$ cat src/dpch_defines.svh
`ifndef DPCH_DEFINES_SVH
`define DPCH_DEFINES_SVH

// ************************************************************
// Timing figures and counter limits.
// ************************************************************

// Clock period in nanoseconds (200 MHz).
`define DPCH_CLK_PERIOD_NS 5
// Shortest accepted pulse width in microseconds.
`define DPCH_MIN_PULSE_US 1000
// Cycles a pulse must stand before it counts, rounded up.
`define DPCH_MIN_PULSE_CYC \
  ((`DPCH_MIN_PULSE_US * 1000 + `DPCH_CLK_PERIOD_NS - 1) / `DPCH_CLK_PERIOD_NS)
// Button debounce time in microseconds.
`define DPCH_DEBOUNCE_US 10000
// Debounce time in cycles, rounded up; nanoseconds keep the product inside 32 bits.
`define DPCH_DEBOUNCE_CYC \
  ((`DPCH_DEBOUNCE_US * 1000 + `DPCH_CLK_PERIOD_NS - 1) / `DPCH_CLK_PERIOD_NS)
// Highest count a channel holds before overflow.
`define DPCH_COUNT_MAX 9999999
// Width of the binary count.
`define DPCH_COUNT_W 24
// Width of the qualification timers.
`define DPCH_TIMER_W 22

`endif

$ cat src/dpch_pkg.sv
package dpch_pkg;

  // Display selection, which channel is shown.
  typedef enum logic {
    DPCH_SHOW_FIRST = 1'h0,
    DPCH_SHOW_SECOND = 1'h1
  } dpch_show_e;

endpackage

$ cat src/dpch_chan_if.sv
`timescale 1ns/1ps
`include "dpch_defines.svh"

// ************************************************************
// Carrier between the top and one channel counter.
// ************************************************************
interface dpch_chan_if;
  logic pulse;
  logic run;
  logic clear;
  logic [`DPCH_COUNT_W-1:0] count;
  logic overflow;
  modport top (output pulse, output run, output clear, input count, input overflow);
  modport chan (input pulse, input run, input clear, output count, output overflow);
endinterface

$ cat src/dpch_top.sv
// Contract
// - Each channel counts every pulse at rates up to 128 Hz, and the source stays within that.
// - A pulse standing longer than 1 ms counts once, and the source holds pulses that long.
// - While hold is high both counters stay frozen except for a clear, and pulses are ignored.
// - When hold goes low counting resumes from the frozen values.
// - A hold input left open is taken as not holding.
// - Each counter holds values up to 9,999,999.
// - The right button clears both counters together.
// - On a dual unit each left button press toggles the shown channel, and the display marks which.
// - One or two channels count, as the fitted base unit says.
`timescale 1ns/1ps
`include "dpch_defines.svh"

// ************************************************************
// Dual pulse counter with hold, clear and display select.
// ************************************************************
module dpch_top #(
  parameter int MIN_PULSE_CYC = `DPCH_MIN_PULSE_CYC,
  parameter int DEBOUNCE_CYC = `DPCH_DEBOUNCE_CYC,
  parameter int COUNT_MAX = `DPCH_COUNT_MAX
) (
  input wire logic clk_in,
  input wire logic rst_n_in,
  input wire logic first_pulse_in,
  input wire logic second_pulse_in,
  input wire logic hold_in,
  input wire logic clear_btn_in,
  input wire logic select_btn_in,
  input wire logic dual_unit_in,
  output logic [`DPCH_COUNT_W-1:0] shown_count_out,
  output logic shown_second_out,
  output logic shown_overflow_out,
  output logic first_overflow_out,
  output logic second_overflow_out
);

  // Refuse a debounce count the timer cannot hold.
  initial begin
    if (DEBOUNCE_CYC < 1 || DEBOUNCE_CYC >= (1 << `DPCH_TIMER_W)) begin
      $error("Debounce count out of range.");
    end
    if (COUNT_MAX < 1 || COUNT_MAX >= (1 << `DPCH_COUNT_W)) begin
      $error("Count limit out of range.");
    end
  end

  localparam int NIN = 6;
  localparam logic [`DPCH_TIMER_W-1:0] DB_CYC = `DPCH_TIMER_W'(DEBOUNCE_CYC);

  // ************************************************************
  // Input synchronisers.
  // ************************************************************

  logic [NIN-1:0] raw;
  logic [NIN-1:0] s1_q, s2_q, s3_q;
  logic [NIN-1:0] stable_q, stable_d;

  // Bit map: 0 and 1 pulses, 2 hold, 3 clear, 4 select, 5 base unit.
  assign raw = {dual_unit_in, select_btn_in, clear_btn_in, hold_in,
                second_pulse_in, first_pulse_in};

  // Three stages; a change counts when stages two and three agree.
  // Only stage two reads stage one, which may still be settling.
  always_ff @(posedge clk_in) begin
    if (!rst_n_in) begin
      s1_q <= '0;
      s2_q <= '0;
      s3_q <= '0;
      stable_q <= '0;
    end else begin
      s1_q <= raw;
      s2_q <= s1_q;
      s3_q <= s2_q;
      stable_q <= stable_d;
    end
  end

  // Accept a new level once the last two stages agree.
  always_comb begin
    stable_d = stable_q;
    for (int i = 0; i < NIN; i++) begin
      if (s2_q[i] == s3_q[i]) begin
        stable_d[i] = s3_q[i];
      end
    end
  end

  // ************************************************************
  // Button debounce.
  // ************************************************************

  logic [1:0] btn;
  logic [1:0] btn_press;

  assign btn = stable_q[4:3];

  generate
    for (genvar b = 0; b < 2; b++) begin : g_db
      logic lvl_q, lvl_d;
      logic [`DPCH_TIMER_W-1:0] tmr_q, tmr_d;
      // Level must stand for the debounce time before it is taken.
      // The timer restarts whenever the level agrees again, so bounces never add up.
      always_comb begin
        lvl_d = lvl_q;
        tmr_d = '0;
        if (btn[b] != lvl_q) begin
          tmr_d = tmr_q + `DPCH_TIMER_W'(1);
          if (tmr_q >= DB_CYC) begin
            lvl_d = btn[b];
            tmr_d = '0;
          end
        end
      end
      always_ff @(posedge clk_in) begin
        if (!rst_n_in) begin
          lvl_q <= 1'b0;
          tmr_q <= '0;
        end else begin
          lvl_q <= lvl_d;
          tmr_q <= tmr_d;
        end
      end
      // One pulse per press, on the debounced rising edge.
      assign btn_press[b] = lvl_d & ~lvl_q;
    end
  endgenerate

  // ************************************************************
  // Channels.
  // ************************************************************

  logic hold;
  logic dual;

  // Open hold input is pulled low outside, so low means count.
  // A pulse that qualifies while hold is high is dropped, not counted later.
  assign hold = stable_q[2];
  assign dual = stable_q[5];

  dpch_chan_if ch_a ();
  dpch_chan_if ch_b ();

  // Both channels share hold and clear; the second runs only on a dual unit.
  // Sharing one clear strobe makes both counts drop in the same cycle.
  assign ch_a.pulse = stable_q[0];
  assign ch_b.pulse = stable_q[1];
  assign ch_a.run = ~hold;
  assign ch_b.run = ~hold & dual;
  assign ch_a.clear = btn_press[0];
  assign ch_b.clear = btn_press[0];

  dpch_channel #(
    .MIN_PULSE_CYC(MIN_PULSE_CYC),
    .COUNT_MAX(COUNT_MAX)
  ) u_first (
    .clk_in(clk_in),
    .rst_n_in(rst_n_in),
    .ch(ch_a.chan)
  );

  dpch_channel #(
    .MIN_PULSE_CYC(MIN_PULSE_CYC),
    .COUNT_MAX(COUNT_MAX)
  ) u_second (
    .clk_in(clk_in),
    .rst_n_in(rst_n_in),
    .ch(ch_b.chan)
  );

  // ************************************************************
  // Display selection.
  // ************************************************************

  dpch_pkg::dpch_show_e show_q, show_d;
  logic [`DPCH_COUNT_W-1:0] disp_q, disp_d;
  logic dovf_q, dovf_d;
  // Per-channel flags are kept in their own registers for the status pins.
  logic ovf_a_q, ovf_b_q;

  // True when the selection points at the second channel; the toggle, count and flag paths use it.
  function automatic logic shows_second(input dpch_pkg::dpch_show_e sel);
    return sel == dpch_pkg::DPCH_SHOW_SECOND;
  endfunction

  // Left button toggles; a single-channel unit always shows the first.
  // The display follows the selection one cycle late, far below what a reader sees.
  always_comb begin
    show_d = show_q;
    if (!dual) begin
      show_d = dpch_pkg::DPCH_SHOW_FIRST;
    end else if (btn_press[1]) begin
      show_d = shows_second(show_q) ?
               dpch_pkg::DPCH_SHOW_FIRST : dpch_pkg::DPCH_SHOW_SECOND;
    end
    disp_d = shows_second(show_q) ? ch_b.count : ch_a.count;
    dovf_d = shows_second(show_q) ? ch_b.overflow : ch_a.overflow;
  end

  // Display registers.
  always_ff @(posedge clk_in) begin
    if (!rst_n_in) begin
      show_q <= dpch_pkg::DPCH_SHOW_FIRST;
      disp_q <= '0;
      dovf_q <= 1'b0;
      ovf_a_q <= 1'b0;
      ovf_b_q <= 1'b0;
    end else begin
      show_q <= show_d;
      disp_q <= disp_d;
      dovf_q <= dovf_d;
      ovf_a_q <= ch_a.overflow;
      ovf_b_q <= ch_b.overflow;
    end
  end

  // Every output comes straight from a flip-flop.
  assign shown_count_out = disp_q;
  assign shown_second_out = show_q;
  assign shown_overflow_out = dovf_q;
  assign first_overflow_out = ovf_a_q;
  assign second_overflow_out = ovf_b_q;

endmodule // dpch_top

$ cat src/dpch_channel.sv
`timescale 1ns/1ps
`include "dpch_defines.svh"

// ************************************************************
// One pulse counter channel with width qualification.
// ************************************************************
module dpch_channel #(
  parameter int MIN_PULSE_CYC = `DPCH_MIN_PULSE_CYC,
  parameter int COUNT_MAX = `DPCH_COUNT_MAX
) (
  input wire logic clk_in,
  input wire logic rst_n_in,
  dpch_chan_if.chan ch
);

  localparam logic [`DPCH_TIMER_W-1:0] MIN_CYC = `DPCH_TIMER_W'(MIN_PULSE_CYC);
  localparam logic [`DPCH_COUNT_W-1:0] CMAX = `DPCH_COUNT_W'(COUNT_MAX);

  // Refuse a width the timer cannot hold.
  initial begin
    if (MIN_PULSE_CYC < 1 || MIN_PULSE_CYC >= (1 << `DPCH_TIMER_W)) begin
      $error("Pulse width count out of range.");
    end
    if (COUNT_MAX < 1 || COUNT_MAX >= (1 << `DPCH_COUNT_W)) begin
      $error("Count limit out of range.");
    end
  end

  logic [`DPCH_TIMER_W-1:0] wid_q, wid_d;
  logic taken_q, taken_d;
  logic [`DPCH_COUNT_W-1:0] cnt_q, cnt_d;
  logic ovf_q, ovf_d;

  // A pulse counts once when it has stood longer than the minimum width.
  always_comb begin
    wid_d = wid_q;
    taken_d = taken_q;
    cnt_d = cnt_q;
    ovf_d = ovf_q;
    if (!ch.pulse) begin
      wid_d = '0;
      taken_d = 1'b0;
    end else if (!taken_q) begin
      wid_d = wid_q + `DPCH_TIMER_W'(1);
    end
    if (ch.pulse && !taken_q && wid_q >= MIN_CYC) begin
      taken_d = 1'b1;
      if (ch.run) begin
        if (cnt_q == CMAX) begin
          cnt_d = '0;
          ovf_d = 1'b1;
        end else begin
          cnt_d = cnt_q + `DPCH_COUNT_W'(1);
        end
      end
    end
    if (ch.clear) begin
      cnt_d = '0;
      // A wrap in the same cycle as a clear still leaves its flag set.
      ovf_d = taken_d && !taken_q && ch.run && cnt_q == CMAX;
    end
  end

  // State registers.
  always_ff @(posedge clk_in) begin
    if (!rst_n_in) begin
      wid_q <= '0;
      taken_q <= 1'b0;
      cnt_q <= '0;
      ovf_q <= 1'b0;
    end else begin
      wid_q <= wid_d;
      taken_q <= taken_d;
      cnt_q <= cnt_d;
      ovf_q <= ovf_d;
    end
  end

  assign ch.count = cnt_q;
  assign ch.overflow = ovf_q;

endmodule // dpch_channel

$ cat config.mk
export PLATFORM = sky130hd
export DESIGN_NAME = dpch_top
export DESIGN_NICKNAME = d
export VERILOG_FILES = /design/src/dpch_pkg.sv /design/src/dpch_chan_if.sv /design/src/dpch_top.sv /design/src/dpch_channel.sv
export VERILOG_INCLUDE_DIRS = /design/src
export SDC_FILE = /design/constraint.sdc
export NUM_CORES = 1
export LEC_CHECK = 0
export ABC_AREA = 1
export BUFFER_PORTS_ARGS = -buffer_cell sky130_fd_sc_hd__buf_2
export CORE_ASPECT_RATIO = 1.1
export CORE_UTILIZATION = 35
export CTS_BUF_LIST = sky130_fd_sc_hd__clkbuf_16
export CTS_CLUSTER_DIAMETER = 100
export DETAILED_ROUTE_END_ITERATION = 8
export PLACE_DENSITY = 0.63
export RECOVER_POWER = 50
export REMOVE_ABC_BUFFERS = 1
export SLEW_MARGIN = 20
export SYNTH_ARGS = -nofsm -noshare
export SYNTH_HDL_FRONTEND = slang
export SYNTH_SLANG_ARGS = --single-unit
$ cat constraint.sdc
create_clock -name clk_in -period 1.62 [get_ports clk_in]
set_input_delay 0.243 -clock clk_in [delete_from_list [all_inputs] [get_ports clk_in]]
set_output_delay 0.243 -clock clk_in [all_outputs]
set_load 0.05 [all_outputs]
==> metrics, run 1 <==
Synth Area in Adders 0.0128; startpoint types register; fin cells 1903; die height 177 µm; Pleak 4.42 nW; Syn. warnings 0; main combinational cell family by area after synthesis simple AND/OR/NAND/NOR gates; RSZ-0062 raised after global routing true; measured slew at the worst slew-check pin 0.607 ns; Clock Latency Late Sink 0.43 ns; Top delay family on crit path buffers and inverters; Crit path arrival time 1.32 ns; crit-path max FO 39; DRT Pass-1 Iters 5; Setup Skew 0.0163 ns; Antenna diodes 0; Power Dens Cells 752 nW/µm²; WP buf/inv 2; fin crit share 0.962; sequential share of power 0.539; Die X 161 µm; fin. max-slew vios 0; commonest non-fill, non-tap cells in the layout 322 x nand2_1, 197 x nor2_1, 166 x dfxtp_1, 161 x inv_1, 90 x a21oi_1; CTS sink count 194; GRT Total Usage 0.170; IO buf count 35; WP data required 1.38 ns; XOR/XNOR share of the synthesized area 0.0404; first-pass GRT wire length 39600 µm; clock buffer depth 2; post-synthesis compound-gate area fraction 0.0996; Switch Pwr 1.96 mW; Clk network pwr share 0.445; min Tclk post-route 1.56 ns; Hold WC Path Type in2reg; Async SR Flop Fraction 0; final WL 23900 µm; mean post-synth cell area 6.87 µm²; register area share after synthesis 0.398; Top FF cell, synth dfxtp_1; Clk pin slew, worst setup/hold paths 0.06 ns; initial antenna violation count 0; met2 GRT Util 0.293; Vias 9103; logic gate share of total power 0.016; DIE AREA 28500 µm²; Cell Area, Synth 9750 µm²; largest net degree at the start of global routing 40; vias per cell 4.78; dpl hpwl 17500 µm; Mapped Cells 1418; critical path class reg2out; Max VDD drop 0.591 mV; cells along the critical path buf_12 -> clkbuf_4; number of global-route vias before repair 8417; Antenna Nets Post-Route 0; status finished clean; GRT overflow 0; Initial Utilization 0.358; I/O pin count 36; GRT met1 Usage 0.219; Cell variety after synth 50; CTS tree built; synthesis-to-layout area growth 21.4%; switching share of power 0.220; Int Pwr 6.94 mW; post-layout util 0.435; Rel. slew slack 0.597; Rows 63; root buffer cell clkbuf_16; commonest non-fill, non-tap cell in the layout nand2_1; placed insts 1858; final hold viol count 0; share of cells above drive strength 1 0.190; EDFF count, synth 0; fin nets 1552; routed length per instance 12.6 µm; most used routing layer met2; crit end category output pin; Simple-Gate Fraction of Synth Area 0.359; Core Area 27200 µm²; routability congestion estimate 0.932; mux share of post-synthesis cell area 0; DR iter-0 viols 462; # DRC 0; Peak Freq 641 MHz; total CTS buffers 17; GR Layer Usage met3 0.0225; largest stage delay on the critical path 0.40 ns; synthesis-stage register bit count 194; # fillers 2801; Max Cap Viol 0; PnR Total Power 8.90 mW; Crit-path slowest cell dfxtp_1; Final setup viols 0; H-Tree Depth 4
state kept, by name (all words and copies together), names as in the netlist, 2 cells and up:
register	count
stable_q	6
shown_count_out	24
g_db.lvl_q	2
u_first.wid_q	22
u_second.ch.count	24
s3_q	6
s1_q	6
g_db.tmr_q	44
u_first.ch.count	24
s2_q	6
u_second.wid_q	22
path summary, 6_finish.rpt:
check,slack (ns),depth (start not counted),startpoint,to
max reg2reg,0.09,9,u_first.wid_q[1]$_SDFFE_PN0N_,u_first.wid_q[17]$_SDFFE_PN0N_
min reg2reg,0.41,2,s1_q[5]$_SDFF_PN0_,s2_q[5]$_SDFF_PN0_
min,0.03,3,select_btn_in,s1_q[4]$_SDFF_PN0_
max,0.06,2,shown_second_out$_SDFFE_PN0P_,shown_second_out
Yosys cell counts (12+ instances only):
| master | number | share of area |
|---|---|---|
| a21oi_1 | 91 | 0.047 |
| buf_2 | 13 | 0.0067 |
| clkbuf_1 | 14 | 0.0054 |
| dfxtp_1 | 194 | 0.40 |
| inv_1 | 162 | 0.062 |
| inv_2 | 12 | 0.0046 |
| nand2_1 | 331 | 0.13 |
| nand2_2 | 15 | 0.0096 |
| nand3_1 | 86 | 0.044 |
| nand4_1 | 41 | 0.026 |
| nor2_1 | 207 | 0.080 |
| nor2_2 | 19 | 0.012 |
| nor3_1 | 34 | 0.017 |
| o21ai_0 | 56 | 0.029 |
| xor2_1 | 39 | 0.035 |
power groups by stage:
stage	registers (mW)	logic, mW	clock network, mW
after CTS	4.80	0.129	4.04
after global placement	4.91	0.122	0
after global routing	4.80	0.158	4.28
after detailed placement	4.91	0.124	0
after floorplan	4.91	0.0546	0
final	4.80	0.143	3.96
metrics by stage:
step / cell area, µm² / hold slack [ns] / setup TNS (ns) / worst slack (ns)
6_report: 11800 / 0.0323 / 0 / 0.0611
2_1_floorplan: 9550 / 0.336 / -5.25 / -0.328
3_5_place_dp: 10900 / 0.397 / -0.114 / -0.0583
3_3_place_gp: 10900 / 0.393 / 0 / 0.0142
5_1_grt: 11800 / 0.0158 / -0.205 / -0.0497
4_1_cts: 11500 / 0.0155 / 0 / 0.0148
cell families (layout without fill, tap and decap cells):
logic type,count (synthesis),after routing
buffers and inverters,215,342
and+or+nand+nor,775,775
AOI/OAI and AO/OA,178,178
xor gates and xnor gates,45,45
adders and majority gates,10,10
DFF,194,194
other,1,2
per-layer routing:
layer	wire, µm	up-vias
li1	-	4743
met1	11200	4164
met3	683	33
met5	0	-
met4	445	0
met2	11600	163
tightest hold or removal path: stages:
cell and delay (ns):
buf_2 0.09, nand2_1 0.05, inv_1 0.04
timing repair:
| item | in CTS | in global routing |
|---|---|---|
| pin swaps | 1 | 26 |
| cloned | 0 | 2 |
| gates resized for setup | 4 | 94 |
| endpoints found under the hold margin | 2 | 0 |
| endpoints found under the setup margin | 7 | 69 |
| hold buffers | 2 | 0 |
| setup buffers | 0 | 10 |
layout make-up:
type / count / area [µm²] / area share
multi-input cells: 1010 / 5260 / 0.444
flip-flops and latches: 194 / 3920 / 0.331
repair buffers: 134 / 997 / 0.0843
inverters: 177 / 673 / 0.0569
well taps: 357 / 447 / 0.0377
clock buffers: 17 / 425 / 0.0359
clock inverters: 14 / 113 / 0.00952
Power figures use the tool's default switching activity.
==> run 2: changes to the inputs <==
--- a/config.mk
+++ b/config.mk
@@ -13,7 +13,7 @@
 export CTS_BUF_LIST = sky130_fd_sc_hd__clkbuf_16
 export CTS_CLUSTER_DIAMETER = 100
 export DETAILED_ROUTE_END_ITERATION = 8
-export PLACE_DENSITY = 0.63
+export PLACE_DENSITY = 0.61
 export RECOVER_POWER = 50
 export REMOVE_ABC_BUFFERS = 1
 export SLEW_MARGIN = 20
==> constraint.sdc (replaced) <==
create_clock -name clk_in -period 1.72 [get_ports clk_in]
set_input_delay 0.258 -clock clk_in [delete_from_list [all_inputs] [get_ports clk_in]]
set_output_delay 0.258 -clock clk_in [all_outputs]
set_load 0.05 [all_outputs]
==> run 2 against run 1 <==
Against the previous run:
- die area did not move
- power decreased by 3.3%
- non-clock buffer count down 33
- clock power barely moved
- critical path type is now reg2reg
- setup slack improved by 0.076 ns
==> metrics, run 2 (same netlist as run 1, synthesis figures left out) <==
measured slew at the worst slew-check pin 0.603 ns; largest stage delay on the critical path 0.34 ns; WP data required 2.04 ns; Rel. slew slack 0.600; Max VDD drop 0.661 mV; PnR Total Power 8.61 mW; commonest non-fill, non-tap cell in the layout nand2_1; WP buf/inv 0; crit end category register; hold path depth 3; min Tclk post-route 1.58 ns; Crit path arrival time 1.90 ns; Setup Skew 0.0118 ns; die height 177 µm; GRT Total Usage 0.171; Clk network pwr share 0.460; CTS sink count 194; share of cells above drive strength 1 0.141; sequential share of power 0.525; status finished clean; Biggest register g_db.tmr_q; root buffer cell clkbuf_16; H-Tree Depth 4; first-pass GRT wire length 39500 µm; Pleak 4.20 nW; placed insts 1834; GRT overflow 0; Peak Freq 632 MHz; Antenna Nets Post-Route 0; Crit path depth 9; Vias 8882; R2R setup slack 0.14 ns; number of global-route vias before repair 8325; Hold Crit Start first_pulse_in; fin crit share 0.921; cells on worst reg2reg path 9; vias per cell 4.75; dpl hpwl 17400 µm; CTS tree built; Hold WC Path Type in2reg; Worst R2R Start g_db[1].tmr_q[0]$_SDFF_PP0_; Clock Latency Late Sink 0.45 ns; logic gate share of total power 0.015; total CTS buffers 17; DRT Pass-1 Iters 5; hold endpoint s1_q[0]$_SDFF_PN0_; Switch Pwr 2.11 mW; Max Cap Viol 0; cells along the critical path ha_2 -> nand3_2 -> nor2_4 -> nand2_2 -> nor2_4 -> nand2_1 -> nor2_2 -> xor2_1 -> nor2_1; DR iter-0 viols 519; IO buf count 35; Antenna diodes 0; clock buffer depth 2; final WL 23800 µm; fin. max-slew vios 0; most used cell, CP nor2_4; reg-to-reg endpoint g_db[1].tmr_q[16]$_SDFF_PP0_; Initial Utilization 0.358; commonest non-fill, non-tap cells in the layout 330 x nand2_1, 204 x nor2_1, 185 x dfxtp_1, 161 x inv_1, 91 x a21oi_1; fin cells 1871; largest net degree at the start of global routing 41; switching share of power 0.245; # DRC 0; Clk pin slew, worst setup/hold paths 0.08 ns; crit-path max FO 5; Power Dens Cells 755 nW/µm²; final hold viol count 0; DIE AREA 28500 µm²; synthesis-to-layout area growth 17.0%; startpoint types register; Top delay family on crit path simple AND/OR/NAND/NOR gates; critical path class reg2reg; Final setup viols 0; I/O pin count 36; max reg flops 44; Rows 63; Die X 161 µm; fin nets 1519; Int Pwr 6.50 mW; routed length per instance 12.7 µm; Core Area 27200 µm²; routability congestion estimate 0.952; Crit-path slowest cell dfxtp_1; initial antenna violation count 0
==> run 2: cell types whose count changed in the layout (fill, tap and decap cells not counted), sizes merged <==
cell / before / now
inv: 179 / 182
clkbuf: 47 / 49
buf: 102 / 68
bufinv: 1 / 0
clkinv: 9 / 8
dlygate4sd3: 2 / 1
==> run 2: worst min-delay path, cell delays in order <==
cell and delay, ns:
buf_2 0.09, nand2_1 0.05, inv_1 0.04
==> run 2: metal layers <==
layer | vias up | GRT usage | part of all wire | wire (µm)
met5 | - | 0 | 0 | 0
met4 | 0 | 0.0621 | 0.018 | 430
met3 | 28 | 0.0260 | 0.037 | 880
met2 | 150 | 0.289 | 0.47 | 11200
met1 | 4023 | 0.221 | 0.47 | 11300
li1 | 4681 | - | - | -
==> run 2: power groups by stage <==
stage	clock (mW)	combinational, mW	sequential [mW]
final	3.96	0.128	4.52
after detailed placement	0	0.117	4.62
after global placement	0	0.116	4.62
after global routing	4.25	0.142	4.52
after floorplan	0	0.0514	4.62
after CTS	4.06	0.119	4.52
==> run 2: area by class of cell <==
| type | count | area (µm²) |
|---|---|---|
| inverter | 177 | 673 |
| tap | 357 | 447 |
| timing repair buffer | 101 | 709 |
| clock buffer | 17 | 425 |
| fill | 2864 | 15800 |
| multi-input combinational | 1010 | 5090 |
| clock inverter | 15 | 164 |
| sequential | 194 | 3890 |
==> run 2: stage by stage <==
stage	TNS [ns]	util	setup slack (ns)	cell area [µm²]	hold slack, ns
final	0	0.419	0.137	11400	0.0107
after global routing	-0.0823	0.419	-0.0211	11400	0.0122
after CTS	0	0.415	0.0480	11300	0.00822
after detailed placement	-0.0107	0.393	-0.00611	10700	0.396
after global placement	-0.0627	0.393	-0.0208	10700	0.394
after floorplan	-2.66	-	-0.228	9550	0.351
==> run 2: how the worst max path moves through the flow <==
| stage | startpoint | endpoint | slack [ns] |
|---|---|---|---|
| floorplan | shown_second_out$_SDFFE_PN0P_ | shown_count_out[12]$_SDFF_PN0_ | -0.23 |
| global placement | u_second.ch.count[1]$_SDFFE_PP0P_ | u_second.ch.count[15]$_SDFFE_PP0P_ | -0.02 |
| detailed placement | u_second.ch.count[1]$_SDFFE_PP0P_ | u_second.ch.count[15]$_SDFFE_PP0P_ | -0.006 |
| CTS | u_first.wid_q[1]$_SDFFE_PN0N_ | u_first.wid_q[18]$_SDFFE_PN0N_ | 0.05 |
| global route | u_first.wid_q[1]$_SDFFE_PN0N_ | u_first.wid_q[18]$_SDFFE_PN0N_ | -0.02 |
| finish | g_db[1].tmr_q[0]$_SDFF_PP0_ | g_db[1].tmr_q[16]$_SDFF_PP0_ | 0.14 |
==> run 2: timing repair <==
| item | CTS | global route |
|---|---|---|
| pin swaps | 0 | 5 |
| setup buffers | 0 | 3 |
| gates cloned | 0 | 1 |
| hold buffers | 1 | 0 |
| gates resized for setup | 1 | 35 |
| hold endpoints to repair | 1 | 0 |
| setup endpoints to repair | 6 | 56 |
==> run 3: changes to the inputs <==
--- a/config.mk
+++ b/config.mk
@@ -19,4 +19,6 @@
 export SLEW_MARGIN = 20
 export SYNTH_ARGS = -nofsm -noshare
 export SYNTH_HDL_FRONTEND = slang
+export SYNTH_HIERARCHICAL = 1
 export SYNTH_SLANG_ARGS = --single-unit
+export TNS_END_PERCENT = 1
==> run 3 against run 2 <==
Against the previous run:
- power about the same
- synthesized cell count up 3.7%
- maximum frequency down 4.5%
- combinational power up 25%
- sequential power about the same
- count of clock-buffer cells in the layout unchanged
- first-iteration DRC count up 5.0%
- largest cell class unchanged
- cell count up 3.5%
==> metrics, run 3 <==
status finished clean; crit end category register; Cell variety after synth 44; crit-path max FO 6; Max VDD drop 0.565 mV; max reg flops 44; dpl hpwl 17300 µm; startpoint types register; Cell Area, Synth 10000 µm²; final hold viol count 0; final worst slack 0.0623 ns; WP data required 2.10 ns; RSZ-0062 raised after global routing true; die height 179 µm; Clock Latency Late Sink 0.45 ns; number of global-route vias before repair 8479; routed length per instance 12.2 µm; DIE AREA 29300 µm²; Antenna diodes 0; first-pass GRT wire length 39700 µm; Power Dens Cells 742 nW/µm²; Mapped Cells 1471; Setup Skew 0.0144 ns; GRT overflow 0; largest net degree at the start of global routing 25; Biggest register g_db.tmr_q; worst slack, placed -0.0858 ns; largest area contributor in the netlist dfxtp_1; dominant cells by area after synthesis dfxtp_1 39%, nand2_1 13%, nor2_1 10%; measured slew at the worst slew-check pin 0.692 ns; placed insts 1899; Syn. warnings 6; logic gate share of total power 0.019; initial antenna violation count 0; Rel. slew slack 0.541; H-Tree Depth 4; fin cells 1937; vias per cell 4.74; commonest non-fill, non-tap cell in the layout nand2_1; Vias 9173; CTS tree built; commonest non-fill, non-tap cells in the layout 351 x nand2_1, 259 x nor2_1, 188 x dfxtp_1, 161 x inv_1, 89 x a21oi_1; GRT Total Usage 0.168; mean post-synth cell area 6.80 µm²; EDFF count, synth 0; fin. max-slew vios 0; min Tclk post-route 1.66 ns; Core Area 27900 µm²; Async SR Flop Fraction 0; I/O pin count 36; root buffer cell clkbuf_16; Top FF cell, synth dfxtp_1; Int Pwr 6.61 mW; total CTS buffers 17; synthesis-stage register bit count 194; Die X 163 µm; final WL 23600 µm; Rows 64; switching share of power 0.232; register area share after synthesis 0.388; share of cells above drive strength 1 0.140; most common cell in the netlist nand2_1; Switch Pwr 2.00 mW; Peak Freq 603 MHz; CTS sink count 194; Initial Utilization 0.358; critical path class reg2reg; Max Cap Viol 0; Pleak 4.31 nW; synth cell count leaders 353 x nand2_1, 267 x nor2_1, 194 x dfxtp_1; post-layout util 0.415; # DRC 0; Final setup viols 0; DR iter-0 viols 545; Clk pin slew, worst setup/hold paths 0.08 ns; fin crit share 0.964; DRT Pass-1 Iters 5; Antenna Nets Post-Route 0; routability congestion estimate 0.893; fin nets 1579; clock buffer depth 2; sequential share of power 0.525; Crit path arrival time 2.04 ns; Clk network pwr share 0.456; share of the synthesized area in the top cell type 0.388; Hold WC Path Type in2reg; IO buf count 35; synthesis-to-layout area growth 16.0%
run 3: cell count changes after synthesis, sizes merged, moves of 5 or more:
cell and change:
xor2 -17, nor2 +59, a21oi -9, o21ai +5, nand4 -5, nand2 +20
nand3 +7, nor3 -5, or2 +7
run 3: area by class of cell:
cell class | count | area, µm²
inverters | 174 | 663
clock inverters | 15 | 145
clock buffers | 17 | 425
flip-flops and latches | 194 | 3890
fillers | 2912 | 16300
well taps | 363 | 454
multi-input cells | 1074 | 5320
repair buffers | 100 | 707
run 3: cells by family after synthesis:
kind of cell	Yosys count	synth area share
and+or+nand+nor	860	0.393
buffers and inverters	204	0.0867
DFF	194	0.388
AOI/OAI and AO/OA	174	0.0947
xor gates and xnor gates	28	0.0245
adders and majority gates	10	0.0125
other	1	0.000375
run 3: path summary, 6_finish.rpt:
kind                           startpoint                                to  slack [ns]  depth (start not counted)
max reg2reg  g_db[0].tmr_q[17]$_SDFF_PP0_  u_first/ch.count[5]$_SDFFE_PP0P_        0.06                         13
min reg2reg            s1_q[0]$_SDFF_PN0_                s2_q[0]$_SDFF_PN0_        0.41                          2
max          g_db[0].tmr_q[17]$_SDFF_PP0_  u_first/ch.count[5]$_SDFFE_PP0P_        0.06                         13
min                          clear_btn_in                s1_q[3]$_SDFF_PN0_        0.01                          3
run 3: through the flow:
stage / TNS [ns] / cell area, µm² / power (mW) / hold slack, ns
final: 0 / 11600 / 8.61 / 0.0119
after global placement: -1.05 / 10900 / 4.77 / 0.397
after CTS: 0 / 11500 / 8.71 / 0.00517
after floorplan: -12.52 / 9800 / 4.69 / 0.351
after global routing: -0.826 / 11600 / 8.92 / 0.0209
after detailed placement: -2.50 / 10900 / 4.77 / 0.397
run 3: power by group through the flow:
stage | logic (mW) | clock network (mW) | registers (mW)
final | 0.160 | 3.93 | 4.52
after global routing | 0.178 | 4.22 | 4.52
after CTS | 0.151 | 4.04 | 4.52
after detailed placement | 0.144 | 0 | 4.63
after global placement | 0.142 | 0 | 4.63
after floorplan | 0.0647 | 0 | 4.62
run 3: critical path: stages, from the launching register on:
cell	delay [ns]
dfxtp_2	0.33
nand2_2	0.09
nor2_4	0.05
buf_4	0.13
a31oi_4	0.14
nand2_2	0.09
o21ai_2	0.17
nor2_2	0.07
nor2_2	0.16
buf_6	0.13
nand2_4	0.07
inv_2	0.06
nand2_1	0.04
nor2_1	0.07
run 3: what timing repair did:
action                                 in CTS  in global routing
setup endpoints to repair                  49                 58
gates resized for setup                     3                 36
endpoints found under the hold margin       3                  0
buffers inserted                            0                  3
hold buffers                                3                  0
gates cloned                                0                  0
pin swaps                                   2                  8
run 3: layer usage:
layer,up-vias,global-route usage,wire (µm)
met4,0,0.0526,304
met2,121,0.291,11500
li1,4849,-,-
met5,-,0,0
met3,19,0.0308,737
met1,4184,0.208,11000
